==> config.mk <==
export PLATFORM = sky130hd
export DESIGN_NAME = adcc_ctrl
export DESIGN_NICKNAME = d
export VERILOG_FILES = /design/src/adcc_pkg.sv /design/src/adcc_ctrl.sv /design/src/adcc_pin_sync.sv
export VERILOG_INCLUDE_DIRS = /design/src
export SDC_FILE = /design/constraint.sdc
export NUM_CORES = 1
export LEC_CHECK = 0
export ABC_CLOCK_PERIOD_IN_PS = 5460
export BUFFER_PORTS_ARGS = -buffer_cell sky130_fd_sc_hd__buf_2
export CORE_UTILIZATION = 30
export CTS_CLUSTER_SIZE = 40
export DETAILED_ROUTE_END_ITERATION = 16
export MAX_ROUTING_LAYER = met4
export PLACE_DENSITY = 0.45
export SYNTH_ARGS = -nofsm -noshare
export SYNTH_HDL_FRONTEND = slang
export SYNTH_HIERARCHICAL = 1
export SYNTH_SLANG_ARGS = --single-unit
==> constraint.sdc <==
create_clock -name mclk -period 5.46 [get_ports mclk]
set_input_delay 0.546 -clock mclk [delete_from_list [all_inputs] [get_ports mclk]]
set_output_delay 0.546 -clock mclk [all_outputs]
set_load 0.01 [all_outputs]
==> src/adcc_map.svh <==
// Offsets, field positions, reset values and timing counts of the ADC control bank
`ifndef ADCC_MAP_SVH
`define ADCC_MAP_SVH

// Register selection on the address pin
`define ADCC_SEL_CR0 1'b0
`define ADCC_SEL_CR1 1'b1

// Field positions of the second control register
`define ADCC_BIT_RESET 0
`define ADCC_BIT_FIFO_CLR 1
`define ADCC_BIT_CAL 8
`define ADCC_BIT_READBACK 9
`define ADCC_CR1_STORED_LO 2
`define ADCC_CR1_STORED_HI 9

// Reset values
`define ADCC_CR0_RST 10'h000
`define ADCC_CR1_RST 8'h0c
`define ADCC_OFFSET_RST 12'h000
`define ADCC_PINS_IDLE 5'h16

// Conversion clock periods from reset to the first stored sample
`define ADCC_START_WAIT 3'h5

// Input channel field of the first control register and its autoscan codes
`define ADCC_CR0_CH_LO 3
`define ADCC_CR0_CH_HI 7
`define ADCC_SCAN_2SE 5'h11
`define ADCC_SCAN_3SE 5'h12
`define ADCC_SCAN_4SE 5'h13
`define ADCC_SCAN_1D1SE 5'h15
`define ADCC_SCAN_1D2SE 5'h16
`define ADCC_SCAN_2D 5'h19

// Fill thresholds, entry index = channels_minus_one * 4 + select code
`define ADCC_LEVEL_TABLE {5'h10, 5'h0c, 5'h08, 5'h04, 5'h0c, 5'h09, 5'h06, 5'h03, \
                       5'h0c, 5'h08, 5'h04, 5'h02, 5'h0e, 5'h08, 5'h04, 5'h01}

// Sign bit flip that turns two's complement into straight binary
`define ADCC_SIGN_FLIP 12'h800

`endif

==> src/adcc_pkg.sv <==
// Types shared by the ADC control bank modules
package adcc_pkg;

   // Host port pins, as driven, sampled later by the synchronisers
   typedef struct packed {
      logic cs0_n;
      logic cs1;
      logic rd_n;
      logic wr_n;
      logic reg_sel;
   } adcc_pins_s;

   // Stored fields of the second control register, bits 9 down to 2
   typedef struct packed {
      logic config_readback_en;
      logic offset_cal;
      logic number_format_sel;
      logic rw_combined;
      logic ready_pol;
      logic ready_pulse;
      logic threshold_sel_hi;
      logic threshold_sel_lo;
   } adcc_cr1_s;

   // Decoded host access
   typedef struct packed {
      logic rd_start;
      logic rd_active;
      logic wr_done;
      logic reg_sel;
      logic [11:0] wr_data;
   } adcc_access_s;

   typedef enum {cal_idle, cal_wait} adcc_cal_e;

   typedef enum {rb_off, rb_cr0, rb_cr1} adcc_config_readback_en_e;

endpackage : adcc_pkg
==> src/adcc_ctrl.sv <==
// Both control registers of the ADC with readback, calibration and data-ready logic
`timescale 1ns/1ps
`default_nettype none
`include "adcc_map.svh"

//
// Contract
// - Writing 1 to bit 0 resets both registers, FIFO pointer and offset.
// - After reset, five conversion clocks pass before the first stored sample.
// - Bit 1 reads 1 after a FIFO overflow, else 0.
// - The overflow flag clears once this register is read.
// - Writing 1 to bit 1 resets the FIFO.
// - Bits 2 and 3 pick the fill threshold that raises data-ready.
// - Bit 4 picks level (0) or pulse (1) data-ready.
// - Bit 5 picks data-ready polarity: 1 high active, 0 low active.
// - Bit 6 set: write pin is read/write direction, read pin ignored.
// - Bit 6 clear: separate read and write strobes are used.
// - Bit 7 picks two's complement (0) or straight binary (1).
// - Writing 1 to bit 8 zeroes inputs, converts once, stores offset.
// - The stored offset is subtracted from every later result.
// - Bit 9 set: first read returns register 0, second register 1.
// - Thresholds 1,4,8,14 for one channel; 2,4,8,12 for two, 3,6,9,12 for three, 4,8,12,16 for four.
// - Level data-ready drops at first read, rearms after threshold reads.
// - Pulse lasts half a conversion clock; next waits for batch read.
module adcc_ctrl (
   // Clock, reset, enable
   input wire logic mclk,
   input wire logic rst,
   input wire logic ce,
   // Host port pins
   input wire adcc_pkg::adcc_pins_s pins,
   input wire logic [11:0] data_i,
   output logic [11:0] data_o,
   output logic data_oe_n,
   // Conversion clock pin
   input wire logic sample_clock_in,
   // Conversion engine
   input wire logic conv_valid,
   input wire logic [11:0] conv_raw,
   output logic zero_input,
   output logic [9:0] cfg_cr0,
   // FIFO
   input wire logic [4:0] fifo_count,
   input wire logic fifo_overrun_evt,
   input wire logic [11:0] fifo_rd_data,
   output logic fifo_rd_en,
   output logic fifo_wr_en,
   output logic [11:0] fifo_wr_data,
   output logic fifo_clear,
   // Data-ready pin
   output logic samples_ready_out
);
   import adcc_pkg::*;

   adcc_access_s acc;
   adcc_cr1_s cr1;
   adcc_cal_e cal;
   adcc_config_readback_en_e rb;
   logic conv_rise;
   logic conv_fall;
   logic [9:0] cr0;
   logic fifo_overrun_flag;
   logic [11:0] offset;
   logic [2:0] startup_cnt;
   logic started;
   logic wr_cr0;
   logic wr_cr1;
   logic soft_rst;
   logic rd_cr1;
   logic [4:0] threshold_count;
   logic armed;
   logic trigger;
   logic [4:0] reads_left;
   logic level_on;
   logic pulse_pend;
   logic pulse_on;

   // ----------------------------------------
   // Helper functions
   // ----------------------------------------
   // Offset removal and output number format
   function automatic logic [11:0] adcc_format(input logic [11:0] raw, input logic [11:0] off,
                                               input logic bin);
      logic [11:0] diff;
      diff = raw - off;
      adcc_format = bin ? (diff ^ `ADCC_SIGN_FLIP) : diff;
   endfunction : adcc_format

   // Channel count minus one from the channel field of register 0
   function automatic logic [1:0] adcc_chan_idx(input logic [9:0] c0);
      case (c0[`ADCC_CR0_CH_HI:`ADCC_CR0_CH_LO])
         `ADCC_SCAN_2SE, `ADCC_SCAN_1D1SE, `ADCC_SCAN_2D: adcc_chan_idx = 2'h1;
         `ADCC_SCAN_3SE, `ADCC_SCAN_1D2SE: adcc_chan_idx = 2'h2;
         `ADCC_SCAN_4SE: adcc_chan_idx = 2'h3;
         default: adcc_chan_idx = 2'h0;
      endcase
   endfunction : adcc_chan_idx

   // Fill threshold from channel count and select code
   function automatic logic [4:0] adcc_level(input logic [1:0] ch, input logic [1:0] sel);
      logic [79:0] tbl;
      logic [6:0] pos;
      tbl = `ADCC_LEVEL_TABLE;
      pos = 7'({ch, sel}) * 7'h05;
      adcc_level = tbl[pos +: 5];
   endfunction : adcc_level

   // ----------------------------------------
   // Host port
   // ----------------------------------------
   adcc_pin_sync u_pin_sync (
      .mclk(mclk),
      .rst(rst),
      .ce(ce),
      .pins(pins),
      .data_i(data_i),
      .sample_clock_in(sample_clock_in),
      .rw_combined(cr1.rw_combined),
      .acc(acc),
      .conv_rise(conv_rise),
      .conv_fall(conv_fall)
   );

   // Read and write decode
   always_comb begin
      wr_cr0 = acc.wr_done && (acc.reg_sel == `ADCC_SEL_CR0);
      wr_cr1 = acc.wr_done && (acc.reg_sel == `ADCC_SEL_CR1);
      soft_rst = wr_cr1 && acc.wr_data[`ADCC_BIT_RESET];
      rd_cr1 = acc.rd_start && (rb == rb_cr1);
      fifo_rd_en = acc.rd_start && (rb == rb_off);
      data_oe_n = !acc.rd_active;
      cfg_cr0 = cr0;
   end

   // ----------------------------------------
   // Control registers
   // ----------------------------------------
   always_ff @(posedge mclk or posedge rst) begin
      if (rst) begin
         cr0 <= `ADCC_CR0_RST;
         cr1 <= `ADCC_CR1_RST;
      end else if (ce) begin
         if (soft_rst) begin
            cr0 <= `ADCC_CR0_RST;
            cr1 <= `ADCC_CR1_RST;
         end else if (wr_cr0) begin
            cr0 <= acc.wr_data[9:0];
         end else if (wr_cr1) begin
            cr1 <= acc.wr_data[`ADCC_CR1_STORED_HI:`ADCC_CR1_STORED_LO];
         end
      end
   end

   // FIFO clear strobe, one cycle, never stored
   always_ff @(posedge mclk or posedge rst) begin
      if (rst) begin
         fifo_clear <= 1'b0;
      end else if (ce) begin
         fifo_clear <= wr_cr1 && (acc.wr_data[`ADCC_BIT_FIFO_CLR] || soft_rst);
      end
   end

   // Overflow flag, a new overflow wins over the clearing read
   always_ff @(posedge mclk or posedge rst) begin
      if (rst) begin
         fifo_overrun_flag <= 1'b0;
      end else if (ce) begin
         if (fifo_overrun_evt) begin
            fifo_overrun_flag <= 1'b1;
         end else if (rd_cr1 || soft_rst) begin
            fifo_overrun_flag <= 1'b0;
         end
      end
   end

   // Readback sequencer
   always_ff @(posedge mclk or posedge rst) begin
      if (rst) begin
         rb <= rb_off;
      end else if (ce) begin
         if (soft_rst) begin
            rb <= rb_off;
         end else if (wr_cr1 && acc.wr_data[`ADCC_BIT_READBACK]) begin
            rb <= rb_cr0;
         end else if (acc.rd_start) begin
            unique case (rb)
               rb_cr0: rb <= rb_cr1;
               rb_cr1: rb <= rb_off;
               rb_off: rb <= rb_off;
            endcase
         end
      end
   end

   // Read data, loaded at the start of each read
   always_ff @(posedge mclk or posedge rst) begin
      if (rst) begin
         data_o <= 12'h000;
      end else if (acc.rd_start) begin
         unique case (rb)
            rb_cr0: data_o <= {2'h0, cr0};
            rb_cr1: data_o <= {2'h0, cr1, fifo_overrun_flag, 1'b0};
            rb_off: data_o <= fifo_rd_data;
         endcase
      end
   end

   // ----------------------------------------
   // Conversion path
   // ----------------------------------------
   // Start-up wait counted in conversion clock periods
   always_ff @(posedge mclk or posedge rst) begin
      if (rst) begin
         startup_cnt <= 3'h0;
      end else if (ce) begin
         if (soft_rst) begin
            startup_cnt <= 3'h0;
         end else if (conv_rise && !started) begin
            startup_cnt <= startup_cnt + 3'h1;
         end
      end
   end

   assign started = (startup_cnt == `ADCC_START_WAIT);

   // Offset calibration sequencer
   always_ff @(posedge mclk or posedge rst) begin
      if (rst) begin
         cal <= cal_idle;
         offset <= `ADCC_OFFSET_RST;
      end else if (ce) begin
         if (soft_rst) begin
            cal <= cal_idle;
            offset <= `ADCC_OFFSET_RST;
         end else begin
            unique case (cal)
               cal_idle: if (wr_cr1 && acc.wr_data[`ADCC_BIT_CAL]) begin
                  cal <= cal_wait;
               end
               cal_wait: if (conv_valid && started) begin
                  offset <= conv_raw;
                  cal <= cal_idle;
               end
            endcase
         end
      end
   end

   assign zero_input = (cal == cal_wait);

   // Corrected samples into the FIFO
   always_ff @(posedge mclk or posedge rst) begin
      if (rst) begin
         fifo_wr_en <= 1'b0;
         fifo_wr_data <= 12'h000;
      end else if (ce) begin
         fifo_wr_en <= conv_valid && started && (cal == cal_idle) && !soft_rst;
         if (conv_valid) begin
            fifo_wr_data <= adcc_format(conv_raw, offset, cr1.number_format_sel);
         end
      end
   end

   // ----------------------------------------
   // Data-ready output
   // ----------------------------------------
   assign threshold_count = adcc_level(adcc_chan_idx(cr0),
                                       {cr1.threshold_sel_hi, cr1.threshold_sel_lo});
   assign trigger = armed && (fifo_count >= threshold_count);

   // Trigger, batch tracking and level state
   always_ff @(posedge mclk or posedge rst) begin
      if (rst) begin
         armed <= 1'b1;
         reads_left <= 5'h00;
         level_on <= 1'b0;
      end else if (ce) begin
         if (soft_rst || fifo_clear) begin
            armed <= 1'b1;
            reads_left <= 5'h00;
            level_on <= 1'b0;
         end else if (trigger) begin
            armed <= 1'b0;
            reads_left <= threshold_count;
            level_on <= 1'b1;
         end else if (!armed && fifo_rd_en) begin
            level_on <= 1'b0;
            reads_left <= reads_left - 5'h01;
            armed <= (reads_left == 5'h01);
         end
      end
   end

   // Pulse of half a conversion clock, rising to falling edge
   always_ff @(posedge mclk or posedge rst) begin
      if (rst) begin
         pulse_pend <= 1'b0;
         pulse_on <= 1'b0;
      end else if (ce) begin
         if (soft_rst || fifo_clear) begin
            pulse_pend <= 1'b0;
            pulse_on <= 1'b0;
         end else if (trigger) begin
            pulse_pend <= 1'b1;
         end else if (conv_rise && pulse_pend) begin
            pulse_pend <= 1'b0;
            pulse_on <= 1'b1;
         end else if (conv_fall) begin
            pulse_on <= 1'b0;
         end
      end
   end

   // Type and polarity applied to the pin
   always_ff @(posedge mclk or posedge rst) begin
      if (rst) begin
         samples_ready_out <= 1'b0;
      end else if (ce) begin
         samples_ready_out <= (cr1.ready_pulse ? pulse_on : level_on) ~^ cr1.ready_pol;
      end
   end
endmodule : adcc_ctrl
`default_nettype wire

==> src/adcc_pin_sync.sv <==
// Pin synchronisers and read/write strobe decoding of the ADC host port
`timescale 1ns/1ps
`default_nettype none
`include "adcc_map.svh"

module adcc_pin_sync (
   // Clock, reset, enable
   input wire logic mclk,
   input wire logic rst,
   input wire logic ce,
   // Host port pins
   input wire adcc_pkg::adcc_pins_s pins,
   input wire logic [11:0] data_i,
   input wire logic sample_clock_in,
   // Strobe mode
   input wire logic rw_combined,
   // Decoded access and conversion clock edges
   output adcc_pkg::adcc_access_s acc,
   output logic conv_rise,
   output logic conv_fall
);
   import adcc_pkg::*;

   adcc_pins_s pins_m;
   adcc_pins_s pins_s;
   logic [11:0] data_m;
   logic [11:0] data_s;
   logic clk_m;
   logic clk_s;
   logic clk_d;
   logic cs_on;
   logic rd_lvl;
   logic wr_lvl;
   logic rd_q;
   logic wr_q;
   logic sel_q;
   logic [11:0] wdata_q;

   // ----------------------------------------
   // Two-stage synchronisers
   // ----------------------------------------
   always_ff @(posedge mclk or posedge rst) begin
      if (rst) begin
         pins_m <= `ADCC_PINS_IDLE;
         pins_s <= `ADCC_PINS_IDLE;
         data_m <= 12'h000;
         data_s <= 12'h000;
         clk_m <= 1'b0;
         clk_s <= 1'b0;
         clk_d <= 1'b0;
      end else if (ce) begin
         pins_m <= pins;
         pins_s <= pins_m;
         data_m <= data_i;
         data_s <= data_m;
         clk_m <= sample_clock_in;
         clk_s <= clk_m;
         clk_d <= clk_s;
      end
   end

   // Strobe combining, read direction wins only with write inactive
   always_comb begin
      cs_on = !pins_s.cs0_n && pins_s.cs1;
      if (rw_combined) begin
         rd_lvl = cs_on && pins_s.wr_n;
         wr_lvl = cs_on && !pins_s.wr_n;
      end else begin
         rd_lvl = cs_on && !pins_s.rd_n && pins_s.wr_n;
         wr_lvl = cs_on && !pins_s.wr_n && pins_s.rd_n;
      end
   end

   // Access history and write data capture
   always_ff @(posedge mclk or posedge rst) begin
      if (rst) begin
         rd_q <= 1'b0;
         wr_q <= 1'b0;
         sel_q <= 1'b0;
         wdata_q <= 12'h000;
      end else if (ce) begin
         rd_q <= rd_lvl;
         wr_q <= wr_lvl;
         if (wr_lvl) begin
            sel_q <= pins_s.reg_sel;
            wdata_q <= data_s;
         end
      end
   end

   // Write commits when the access ends, reads act at their start
   always_comb begin
      acc.rd_start = rd_lvl && !rd_q && ce;
      acc.rd_active = rd_lvl;
      acc.wr_done = !wr_lvl && wr_q && ce;
      acc.reg_sel = sel_q;
      acc.wr_data = wdata_q;
      conv_rise = clk_s && !clk_d && ce;
      conv_fall = !clk_s && clk_d && ce;
   end

endmodule : adcc_pin_sync
`default_nettype wire

## Yosys cells after proc, flatten, opt, wreduce, memory -nomap -nowiden

Cells that the tools add are included.

| cells by class | value |
|---|---|
| $mul | 1 |
| shift operators | 1 |
| magnitude comparators | 1 |
| eq/ne operators | 17 |
| bitwise gates (word level) | 3 |
| $add $sub $neg | 3 |
| reduce and logical (&&, ||, !) cells | 72 |
| mux-type cells | 42 |

Operators by type and width:

| kind | number |
|---|---|
| 32-bit 2-to-1 mux | 6 |
| 32-bit zero test | 4 |
| 32-bit case mux with 2 select lines | 2 |
| 80-bit by 8-bit indexed part select with 5-bit output, first input constant | 1 |
| 32-bit by 1-bit == test with 1-bit output, second input constant | 2 |
| 32-bit by 2-bit == test with 1-bit output, second input constant | 2 |
| 12-bit 2-to-1 mux | 4 |
| 12-bit case mux with 3 select lines | 1 |
| 32-bit by 3-bit == test with 1-bit output, second input constant | 1 |
| 5-bit == test, second input constant | 6 |
| 1-bit logical AND | 29 |
| 8-bit 2-to-1 mux | 3 |
| 10-bit 2-to-1 mux | 2 |
| 1-bit 2-to-1 mux | 18 |
| 2-bit AND reduction | 8 |
| 5-bit 2-to-1 mux | 3 |
| 3-bit AND reduction | 4 |
| 2-bit nonzero test | 6 |
| 3-bit nonzero test | 4 |
| 12-bit subtractor | 1 |
| 1-bit zero test | 11 |
| 4-bit by 3-bit multiplier with 7-bit output, second input constant | 1 |
| 3-bit 2-to-1 mux | 2 |
| 3-bit != test, second input constant | 2 |
| other kinds (12) | 17 |

| storage, ports and cells | value |
|---|---|
| logic and storage cells | 183 |
| output and inout bits | 40 |
| register bits after elaboration | 180 |
| bits of input ports | 52 |

## Logic depth before layout (Yosys ltp)

Gate-level depths: netlist of the first run.

| logic depth | value |
|---|---|
| depth after elaboration | 13 |
| gate-level depth with buffers | 11 |
| mapped depth without buffers | 11 |

## Cells and area by module

Netlist of the first run, hierarchy kept.

By module, submodules not included:

| module | seq. area each (µm²) | times used | area an instance (µm²) | cells each |
|---|---|---|---|---|
| adcc_ctrl | 1830.5 | 1 | 4139.0 | 425 |
| adcc_pin_sync | 1308.8 | 1 | 2021.9 | 124 |

## Worst setup path after synthesis of the first run

OpenSTA, ideal clock, no wires.

| timing path | value |
|---|---|
| kind | reg-to-reg |
| start | reg cr0[6] (netlist: cfg_cr0[6]) |
| end | reg reads_left[1] |
| buffers on the path | 0 |
| arrival time | 2570 ps |
| data required time | 5336 ps |
| setup time | 124 ps |
| period minus slack after synthesis | 2694 ps |
| path slack | 2766 ps |
| cell stages (with the launch flop) | 10 |
| cells stage by stage | dfrtp_1 and2b_1 nor3b_2 mux2_2 ha_1 a21oi_1 o21ai_0 a41oi_1 nor2_1 a211o_1 |

| between the ends | value |
|---|---|
| cells in the longest elaborated chain, start to end | 9 |
| elaborated cells on any way between the ends | 17 |
| those cells by class | mul (1); order compare (1); eq/ne (6); shift (1); mux (3); reduce/logical (5) |

RTL lines:

| element | RTL line | source |
|---|---|---|
| start, declared | adcc_ctrl.sv:61 | `logic [9:0] cr0;` |
| start signal, assigned | adcc_ctrl.sv:140 | `` cr0 <= `ADCC_CR0_RST; `` |
| start signal, assigned | adcc_ctrl.sv:144 | `` cr0 <= `ADCC_CR0_RST; `` |
| start signal, assigned | adcc_ctrl.sv:147 | `cr0 <= acc.wr_data[9:0];` |
| 5-bit == test | adcc_ctrl.sv:91 | `` case (c0[`ADCC_CR0_CH_HI:`ADCC_CR0_CH_LO]) `` |
| 3-bit OR reduction / 2-bit OR reduction (equally long branches) | adcc_ctrl.sv:91 |  |
| 2-bit case mux with 3 select lines * | adcc_ctrl.sv:91 |  |
| 4-bit by 3-bit multiplier with 7-bit output * | adcc_ctrl.sv:104 | `pos = 7'({ch, sel}) * 7'h05;` |
| 80-bit by 8-bit indexed part select with 5-bit output * | adcc_ctrl.sv:105 | `adcc_level = tbl[pos +: 5];` |
| 5-bit greater-or-equal comparator | adcc_ctrl.sv:269 | `assign trigger = armed && (fifo_count >= threshold_count);` |
| 1-bit logical AND | adcc_ctrl.sv:269 |  |
| 3-bit nonzero test (no line) / 5-bit 2-to-1 mux (equally long branches) | -- |  |
| 2-bit AND reduction (no line) / 5-bit 2-to-1 mux (equally long branches) | -- |  |
| end signal, assigned | adcc_ctrl.sv:284 | `reads_left <= threshold_count;` |
| end signal, assigned | adcc_ctrl.sv:288 | `reads_left <= reads_left - 5'h01;` |
| end, declared | adcc_ctrl.sv:73 | `logic [4:0] reads_left;` |

Every way passes the cells marked *; elsewhere a longest branch is shown, timed or not.
A chain may end at the register's enable or synchronous reset.

## Worst setup path in the final report of the first run

Same ends and word-level chain as after synthesis.

==> reports/summary.txt, run 1 <==
outcome = finished clean
H-tree Lvls = 4
layout cells sized above 1 = 0.300
Die Width = 143 µm
post-layout util = 0.372
worst skew pair latency = 0.41 ns
drt wl/cell = 15.9 µm
RSZ-0062 raised after global routing = false
syn_area_per_cell = 11.1 µm²
die footprint = 0.0204 mm²
first-pass GRT wire length = 23700 µm
Worst Hold Class = in -> reg
Reg2Reg Depth = 9
antenna violations before repair = 1
largest net degree at the start of global routing = 74
worst-path fanout max = 6
core area = 0.0195 mm²
Reg clk slew, reported paths = 0.06 ns
final setup violating endpoints = 0
NumNets Final = 699
hpwl dp = 10300 µm
critical path data required time = 5.75 ns
Gate Count Post-Synth = 537
row count = 51
Least-Margin Pin Slew = 0.962 ns
final worst-path cycle share = 0.569
Layout area overhead = 21.7%
Die Y = 143 µm
M2 GR Usage = 0.227
clock tree sinks = 119
Num CTS Buffers = 17
Post-Syn Area = 0.00594 mm²
Starting Density = 0.305
DRT Wirelength = 14400 µm
DR DRC count = 0
routing usage on met1 = 0.212
count of final max-slew check failures = 0
total global routing overflow = 0
crit path launch type = register
final hold violations = 0
placed cell count = 869
Setup WS pre-CTS = 2.18 ns
# IOs = 92
worst r2r src = cfg_cr0[6]$_DFFE_PP0P_
CTS resizes = 0
via count = 4373
Syn Nets = 613
root buffer cell = clkbuf_16
MaxCap Viol Count = 0
post-cts hold buffer count = 0
Port Buffers = 89
GRT Util Overall = 0.157
post-CTS setup buffers = 0
worst-case clock buffer depth = 2
post-layout min period = 3.11 ns
DR iter-0 viols = 201
crit path launch = cfg_cr0[6]$_DFFE_PP0P_
met3 Use GR = 0.0345
Max Freq = 322 MHz
GPL Wtd Cong = 0.807
Pleak = 3.33 nW
post-route setup TNS = 0 ns
1st-pass router iterations = 4
pwr dens = 483 mW/mm²
crit path DAT = 3.40 ns
reg2reg end = reads_left[1]$_DFFE_PP0P_
CP endpoint = reads_left[1]$_DFFE_PP0P_
endpoint type of the worst setup path = register
vias per std cell = 4.85
Setup CP Type = reg -> reg
warnings from Yosys = 6
post-route insts no fill = 902
flop2flop setup slack = 2.35 ns
skew final = 0.0119 ns
Slew Limit Headroom = 0.359
final worst slack = 2.35 ns
Max VDD drop = 0.239 mV
ANT nets after route = 0
vias in the first global route = 4509
GRT busiest layer = met2
CTS tree = yes
[worst min path at each step]
stage	from	endpoint	slack, ns	cells past startpoint
finish	fifo_rd_data[11]	data_o[11]$_DFFE_PP0P_	0.34	3
global placement	pulse_pend$_DFFE_PP0P_	pulse_pend$_DFFE_PP0P_	0.46	1
floorplan	cr1[3]$_DFFE_PP1P_	cr1[3]$_DFFE_PP1P_	0.45	2
CTS	fifo_rd_data[11]	data_o[11]$_DFFE_PP0P_	0.32	3
detailed placement	cr1[3]$_DFFE_PP1P_	cr1[3]$_DFFE_PP1P_	0.47	2
global route	sample_clock_in	u_pin_sync/clk_m$_DFFE_PP0P_	0.34	2
[cell type report]
class,count,area (µm²)
timing repair buffer,94,483
antenna,1,2.50
fill,1950,12200
tap,265,332
clock buffer,19,433
multi-input combinational,360,2710
inverter,31,116
sequential,119,2990
clock inverter,13,170
[layer usage]
| layer | vias up | wire, µm |
|---|---|---|
| met5 | - | 0 |
| met2 | 110 | 6390 |
| met1 | 2138 | 7070 |
| met4 | 0 | 225 |
| li1 | 2111 | - |
| met3 | 14 | 677 |
[cells in the final DEF (no fill, tap or decap), types with 2 or more instances in the layout]
cell type	n
bufinv_16	3
mux2_1	9
clkbuf_1	2
clkinv_4	2
clkinvlp_4	3
a21o_1	11
inv_1	28
mux2_2	46
o221ai_1	2
o21ai_0	39
inv_6	4
a211o_1	3
xnor2_1	7
ha_1	23
nor3b_2	2
nor2_1	23
mux2i_1	14
nor3b_1	4
nor2b_1	5
a21oi_1	15
nand2_1	51
a41oi_1	3
a31oi_1	6
o31ai_1	2
nor3_1	5
nand4_1	3
a22o_1	26
clkbuf_16	17
o2111ai_1	2
a22oi_1	3
dfstp_2	9
inv_2	3
and3_1	5
dfrtp_1	110
buf_4	5
buf_2	89
nand3_1	16
nand2b_1	2
[critical path, cell delays in order (launching register included)]
cell,delay [ns]
dfrtp_1,0.43
and2b_1,0.27
nor3b_2,0.31
mux2_2,0.41
ha_1,0.30
a21oi_1,0.11
o21ai_0,0.13
a41oi_1,0.51
nor2_1,0.21
a211o_1,0.33
[metrics by stage]
step | power, mW | cell area [µm²] | hold WS, ns
after floorplan | 2.03 | 5940 | 0.449
after global placement | 2.35 | 6630 | 0.461
after detailed placement | 2.38 | 6630 | 0.467
after CTS | 3.55 | 7230 | 0.321
after global routing | 3.75 | 7240 | 0.343
final | 3.49 | 7240 | 0.343
[state kept, by name (all words and copies together), names as in the netlist, 2 cells and up]
register and cells:
u_pin_sync/data_m 10, startup_cnt 3, cfg_cr0 10, cr1 8
u_pin_sync/pins_s 5, offset 12, fifo_wr_data 12, reads_left 5
u_pin_sync/data_s 10, data_o 12, rb 2, u_pin_sync/wdata_q 10
u_pin_sync/pins_m 5
[where the power goes]
part,total (mW),switching [mW],internal (mW)
registers,1.41,0.241,1.17
logic,0.945,0.492,0.453
clock network,1.14,0.412,0.724
total,3.49,1.15,2.35
Power figures use the tool's default switching activity.
==> run 2: changes to the inputs <==
--- a/config.mk
+++ b/config.mk
@@ -6,13 +6,14 @@
 export SDC_FILE = /design/constraint.sdc
 export NUM_CORES = 1
 export LEC_CHECK = 0
-export ABC_CLOCK_PERIOD_IN_PS = 5460
+export ABC_AREA = 1
+export ABC_CLOCK_PERIOD_IN_PS = 2600
 export BUFFER_PORTS_ARGS = -buffer_cell sky130_fd_sc_hd__buf_2
 export CORE_UTILIZATION = 30
 export CTS_CLUSTER_SIZE = 40
 export DETAILED_ROUTE_END_ITERATION = 16
 export MAX_ROUTING_LAYER = met4
-export PLACE_DENSITY = 0.45
+export PLACE_DENSITY = 0.47
 export SYNTH_ARGS = -nofsm -noshare
 export SYNTH_HDL_FRONTEND = slang
 export SYNTH_HIERARCHICAL = 1
==> constraint.sdc (replaced) <==
create_clock -name mclk -period 2.6 [get_ports mclk]
set_input_delay 0.26 -clock mclk [delete_from_list [all_inputs] [get_ports mclk]]
set_output_delay 0.26 -clock mclk [all_outputs]
set_load 0.01 [all_outputs]
==> run 2 against run 1 <==
Against the previous run:
- highest routed layer unchanged
- via count increased by 12%
- non-clock buffer count increased by 11
- combinational power increased by 31%
- synthesized cell count increased by 37%
- cell count increased by 24%
- maximum frequency increased by 35%
- sequential share of layout area decreased by 1.5 points
- power increased by 75%
- critical path type unchanged
- clock power increased by 110%
- largest power group unchanged
- area after synthesis increased by 3.7%
- utilization increased by 0.080 points
- global-route usage decreased by 0.46 points
==> reports/summary.txt, run 2 <==
outcome = finished clean
crit path launch type = register
net switching power = 1.87 mW
# IOs = 92
CP top delay family = simple AND/OR/NAND/NOR gates
root buffer cell = clkbuf_16
Max VDD drop = 0.526 mV
sw frac = 0.306
footprint of the multi-input gates = 0.00260 mm²
crit path launch = cr1[1]$_DFFE_PP0P_
Largest regs = data_o: 12 flops, fifo_wr_data: 12 flops, offset: 12 flops
row count = 52
Comb pwr share = 0.203
GRT Util Overall = 0.152
drt wl/cell = 13.1 µm
Die Width = 145 µm
final setup violating endpoints = 0
endpoint type of the worst setup path = register
CP Cell Sequence = inv_1 -> ha_1 -> inv_1 -> nand2_1 -> nand3_1 -> nand2_1 -> inv_1 -> ha_1 -> nand2_1 -> nor2_1 -> nand2_1 -> nand3_1 -> nand2_1 -> nand3_1 -> nand2_2 -> nand2_1 -> nand3_1
antenna violations before repair = 0
1st-pass router iterations = 6
Post-Syn Area = 0.00616 mm²
H-tree Lvls = 4
flop2flop setup slack = 0.29 ns
Pleak = 3.88 nW
reg2reg end = reads_left[1]$_DFFE_PP0P_
Slew Limit Headroom = 0.368
worst-path fanout max = 9
clock tree sinks = 119
total global routing overflow = 0
DRT Wirelength = 14700 µm
hpwl dp = 10900 µm
Gate Count Post-Synth = 738
CP Depth = 17
final hold violations = 0
CP endpoint = reads_left[1]$_DFFE_PP0P_
antenna cells = 0
NumNets Final = 912
layout cells sized above 1 = 0.220
crit path DAT = 2.60 ns
first-pass GRT wire length = 24500 µm
Syn Nets = 814
via count = 4887
placed cell count = 1085
critical path data required time = 2.89 ns
syn_area_per_cell = 8.35 µm²
Setup CP Type = reg -> reg
Port Buffers = 89
Slowest-stage cell, CP = dfrtp_1
worst r2r src = cr1[1]$_DFFE_PP0P_
Die Y = 145 µm
ANT nets after route = 0
largest net degree at the start of global routing = 47
Max Freq = 433 MHz
post-route insts no fill = 1119
Worst Hold Class = in -> reg
warnings from Yosys = 6
post-layout min period = 2.31 ns
post-route setup TNS = 0 ns
DR iter-0 viols = 240
number of fill cells in the layout = 2149
GPL Wtd Cong = 0.832
MaxCap Viol Count = 0
Layout area overhead = 21.9%
cell internal pwr = 4.24 mW
DR DRC count = 0
skew final = 0.00799 ns
CP max stage delay = 0.41 ns
vias in the first global route = 4742
Reg clk slew, reported paths = 0.06 ns
commonest non-fill, non-tap cell in the layout = nand2_1
Seq pwr share = 0.412
worst-case clock buffer depth = 2
Clock power frac = 0.385
Reg2Reg Depth = 17
CTS tree = yes
Num CTS Buffers = 17
commonest non-fill, non-tap cells in the layout = nand2_1, dfrtp_1, inv_1
final worst-path cycle share = 0.888
Register Area = 0.00299 mm²
Starting Density = 0.306
RSZ-0062 raised after global routing = false
core area = 0.0202 mm²
count of final max-slew check failures = 0
WP buf/inv = 3
cell repeated most along the worst path = nand2_1
Least-Margin Pin Slew = 0.946 ns
pwr dens = 813 mW/mm²
vias per std cell = 4.37
die footprint = 0.0211 mm²
worst skew pair latency = 0.41 ns
## run 2: worst min-delay path, delay by kind of cell
kind	cells	cell delay (ns)
AND/OR/NAND/NOR	2	0.09
buffers and inverters	1	0.07
## run 2: repair_timing
action	in CTS	in global routing
endpoints found under the setup margin	0	8
buffers inserted	0	1
endpoints found under the hold margin	26	0
gates resized for setup	0	1
hold buffers	1	0
## run 2: power by group through the flow
| stage | Clock [mW] | Sequential (mW) | Combinational [mW] |
|---|---|---|---|
| floorplan | 0 | 2.54 | 0.794 |
| finish | 2.35 | 2.52 | 1.24 |
| global placement | 0 | 2.55 | 1.25 |
| CTS | 2.42 | 2.52 | 1.26 |
| detailed placement | 0 | 2.55 | 1.26 |
| global route | 2.50 | 2.57 | 1.43 |
## run 2: layout make-up
type | instances | area share
clock buffer | 21 | 0.0639
clock inverter | 11 | 0.0160
inverter | 107 | 0.0541
multi-input combinational | 486 | 0.346
sequential | 119 | 0.398
tap | 270 | 0.0450
timing repair buffer | 105 | 0.0773
## run 2: through the flow
stage | worst slack (ns) | total power, mW | instance area [µm²] | utilization | hold slack (ns)
2_1_floorplan | 0.492 | 3.34 | 6160 | - | 0.374
3_3_place_gp | 0.181 | 3.80 | 6890 | 0.342 | 0.427
3_5_place_dp | 0.125 | 3.81 | 6890 | 0.342 | 0.413
4_1_cts | 0.127 | 6.21 | 7500 | 0.372 | 0.0272
5_1_grt | 0.00985 | 6.50 | 7510 | 0.373 | 0.0360
6_report | 0.290 | 6.11 | 7510 | 0.373 | 0.0451
## run 2: worst min-delay path by stage
stage,from,endpoint,slack (ns),cells after the start
6_report,data_i[3],u_pin_sync/data_m[3]$_DFFE_PP0P_,0.05,3
5_1_grt,data_i[1],u_pin_sync/data_m[1]$_DFFE_PP0P_,0.04,3
4_1_cts,data_i[3],u_pin_sync/data_m[3]$_DFFE_PP0P_,0.03,3
3_5_place_dp,rst,cal[0]$_DFFE_PP0P_,0.41,2
3_3_place_gp,rst,offset[9]$_DFFE_PP0P_,0.43,2
2_1_floorplan,pins[1],u_pin_sync/pins_m[1]$_DFFE_PP1P_,0.37,2
## run 2: metal layers
metal  global-route usage  vias to the layer above  share of wire
met5                    -                        -              0
met2                0.208                       85           0.41
met3               0.0376                       13          0.037
met1                0.218                     2207           0.55
met4               0.0489                        0          0.011
li1                     -                     2582              -
==> run 3: changes to the inputs <==
--- a/config.mk
+++ b/config.mk
@@ -14,6 +14,7 @@
 export DETAILED_ROUTE_END_ITERATION = 16
 export MAX_ROUTING_LAYER = met4
 export PLACE_DENSITY = 0.47
+export RECOVER_POWER = 25
 export SYNTH_ARGS = -nofsm -noshare
 export SYNTH_HDL_FRONTEND = slang
 export SYNTH_HIERARCHICAL = 1
==> run 3 against run 2 <==
Against the previous run:
- combinational power is essentially flat
- register-to-register slack is essentially flat
- clock skew is essentially flat
- via count shrank 0.14%
==> reports/summary.txt, run 3 (synthesized netlist as in run 2, its figures left out) <==
outcome = finished clean
Tot Pwr = 6.10 mW
antenna violations before repair = 0
DRT Wirelength = 14700 µm
Num CTS Buffers = 17
Pleak = 3.86 nW
first-pass GRT wire length = 24500 µm
footprint of the multi-input gates = 0.00260 mm²
hold path depth = 3
Slew Limit Headroom = 0.296
vias per std cell = 4.36
NumNets Final = 912
Max Freq = 433 MHz
crit path DAT = 2.60 ns
layout cells sized above 1 = 0.212
endpoint type of the worst setup path = register
crit path launch type = register
worst-path fanout max = 9
core area = 0.0202 mm²
post-layout min period = 2.31 ns
critical path data required time = 2.89 ns
final setup violating endpoints = 0
vias in the first global route = 4742
commonest non-fill, non-tap cells in the layout = nand2_1, dfrtp_1, inv_1
Starting Density = 0.306
Setup CP Type = reg -> reg
Largest regs = data_o: 12 flops, fifo_wr_data: 12 flops, offset: 12 flops
post-route setup TNS = 0 ns
placed cell count = 1085
CTS tree = yes
number of fill cells in the layout = 2154
Layout area overhead = 21.5%
Max VDD drop = 0.526 mV
RSZ-0062 raised after global routing = false
drt wl/cell = 13.2 µm
design area = 0.00749 mm²
Cell Area, Placed = 0.00689 mm²
GRT Util Overall = 0.152
row count = 52
worst skew pair latency = 0.41 ns
MaxCap Viol Count = 0
Die Y = 145 µm
root buffer cell = clkbuf_16
post-route insts no fill = 1119
H-tree Lvls = 4
GPL Wtd Cong = 0.832
clock tree sinks = 119
worst-case clock buffer depth = 2
total global routing overflow = 0
count of final max-slew check failures = 0
Worst Hold Class = in -> reg
Reg2Reg Depth = 17
Register Area = 0.00299 mm²
pwr dens = 815 mW/mm²
Port Buffers = 89
Reg clk slew, reported paths = 0.06 ns
final hold violations = 0
1st-pass router iterations = 6
hold slack = 0.0450 ns
# IOs = 92
DR DRC count = 0
via count = 4880
DR iter-0 viols = 230
Least-Margin Pin Slew = 1.05 ns
largest net degree at the start of global routing = 47
skew final = 0.00791 ns
final worst-path cycle share = 0.889
die footprint = 0.0211 mm²
commonest non-fill, non-tap cell in the layout = nand2_1
hpwl dp = 10900 µm
ANT nets after route = 0
Die Width = 145 µm
antenna cells = 0
==> run 3: changes by cell type in the layout (fill, tap and decap cells not counted), moves of 2 or more <==
| cell | delta |
|---|---|
| inv_2 | -2 |
| clkbuf_2 | +2 |
| inv_1 | +2 |
| buf_4 | -2 |
| clkbuf_1 | +4 |
| buf_2 | -3 |
==> run 3: what timing repair did <==
action,4_1_cts,5_1_grt
hold endpoints to repair,26,0
resized for setup,0,1
hold buffers,1,0
buffers inserted,0,1
endpoints found under the setup margin,0,8
==> run 3: metrics by stage <==
| stage | setup slack [ns] | util |
|---|---|---|
| after floorplan | 0.492 | - |
| after global placement | 0.181 | 0.342 |
| after detailed placement | 0.125 | 0.342 |
| after CTS | 0.127 | 0.372 |
| after global routing | 0.0102 | 0.371 |
| final | 0.289 | 0.371 |
==> run 3: power by group <==
part           internal, mW  switching [mW]
Combinational         0.487           0.751
Clock                  1.51           0.840
Sequential             2.24           0.276
Total                  4.24            1.87
==> run 3: worst max-delay path, cell delays in order (launching register included) <==
cell and delay, ns:
dfrtp_1 0.41, inv_1 0.14, ha_1 0.19, inv_1 0.07
nand2_1 0.07, nand3_1 0.06, nand2_1 0.09, inv_1 0.05
ha_1 0.26, nand2_1 0.05, nor2_1 0.08, nand2_1 0.05
nand3_1 0.13, nand2_1 0.14, nand3_1 0.11, nand2_2 0.14
nand2_1 0.11, nand3_1 0.07
==> run 3: worst paths after layout <==
| check | slack (ns) | start | end |
|---|---|---|---|
| max | 0.29 | cr1[1]$_DFFE_PP0P_ | reads_left[1]$_DFFE_PP0P_ |
| min | 0.05 | data_i[3] | u_pin_sync/data_m[3]$_DFFE_PP0P_ |
| max reg2reg | 0.29 | cr1[1]$_DFFE_PP0P_ | reads_left[1]$_DFFE_PP0P_ |
| min reg2reg | 0.47 | u_pin_sync/data_m[0]$_DFFE_PP0P_ | u_pin_sync/data_m[0]$_DFFE_PP0P_ |
| max in group asynchronous | 0.55 | rst | reads_left[4]$_DFFE_PP0P_ |
| min in group asynchronous | 0.66 | rst | u_pin_sync/data_m[0]$_DFFE_PP0P_ |
==> run 3: final cells by class <==
| cell class | count | share of cell area |
|---|---|---|
| clock inverter | 11 | 0.0160 |
| tap | 270 | 0.0451 |
| inverter | 107 | 0.0543 |
| multi-input combinational | 486 | 0.347 |
| sequential | 119 | 0.399 |
| clock buffer | 21 | 0.0642 |
| timing repair buffer | 105 | 0.0742 |
==> run 3: per-layer routing <==
layer	vias up	GRT usage	share of wire
li1	2576	-	-
met1	2195	0.218	0.54
met2	96	0.208	0.41
met3	13	0.0376	0.036
met4	0	0.0489	0.011
met5	-	-	0
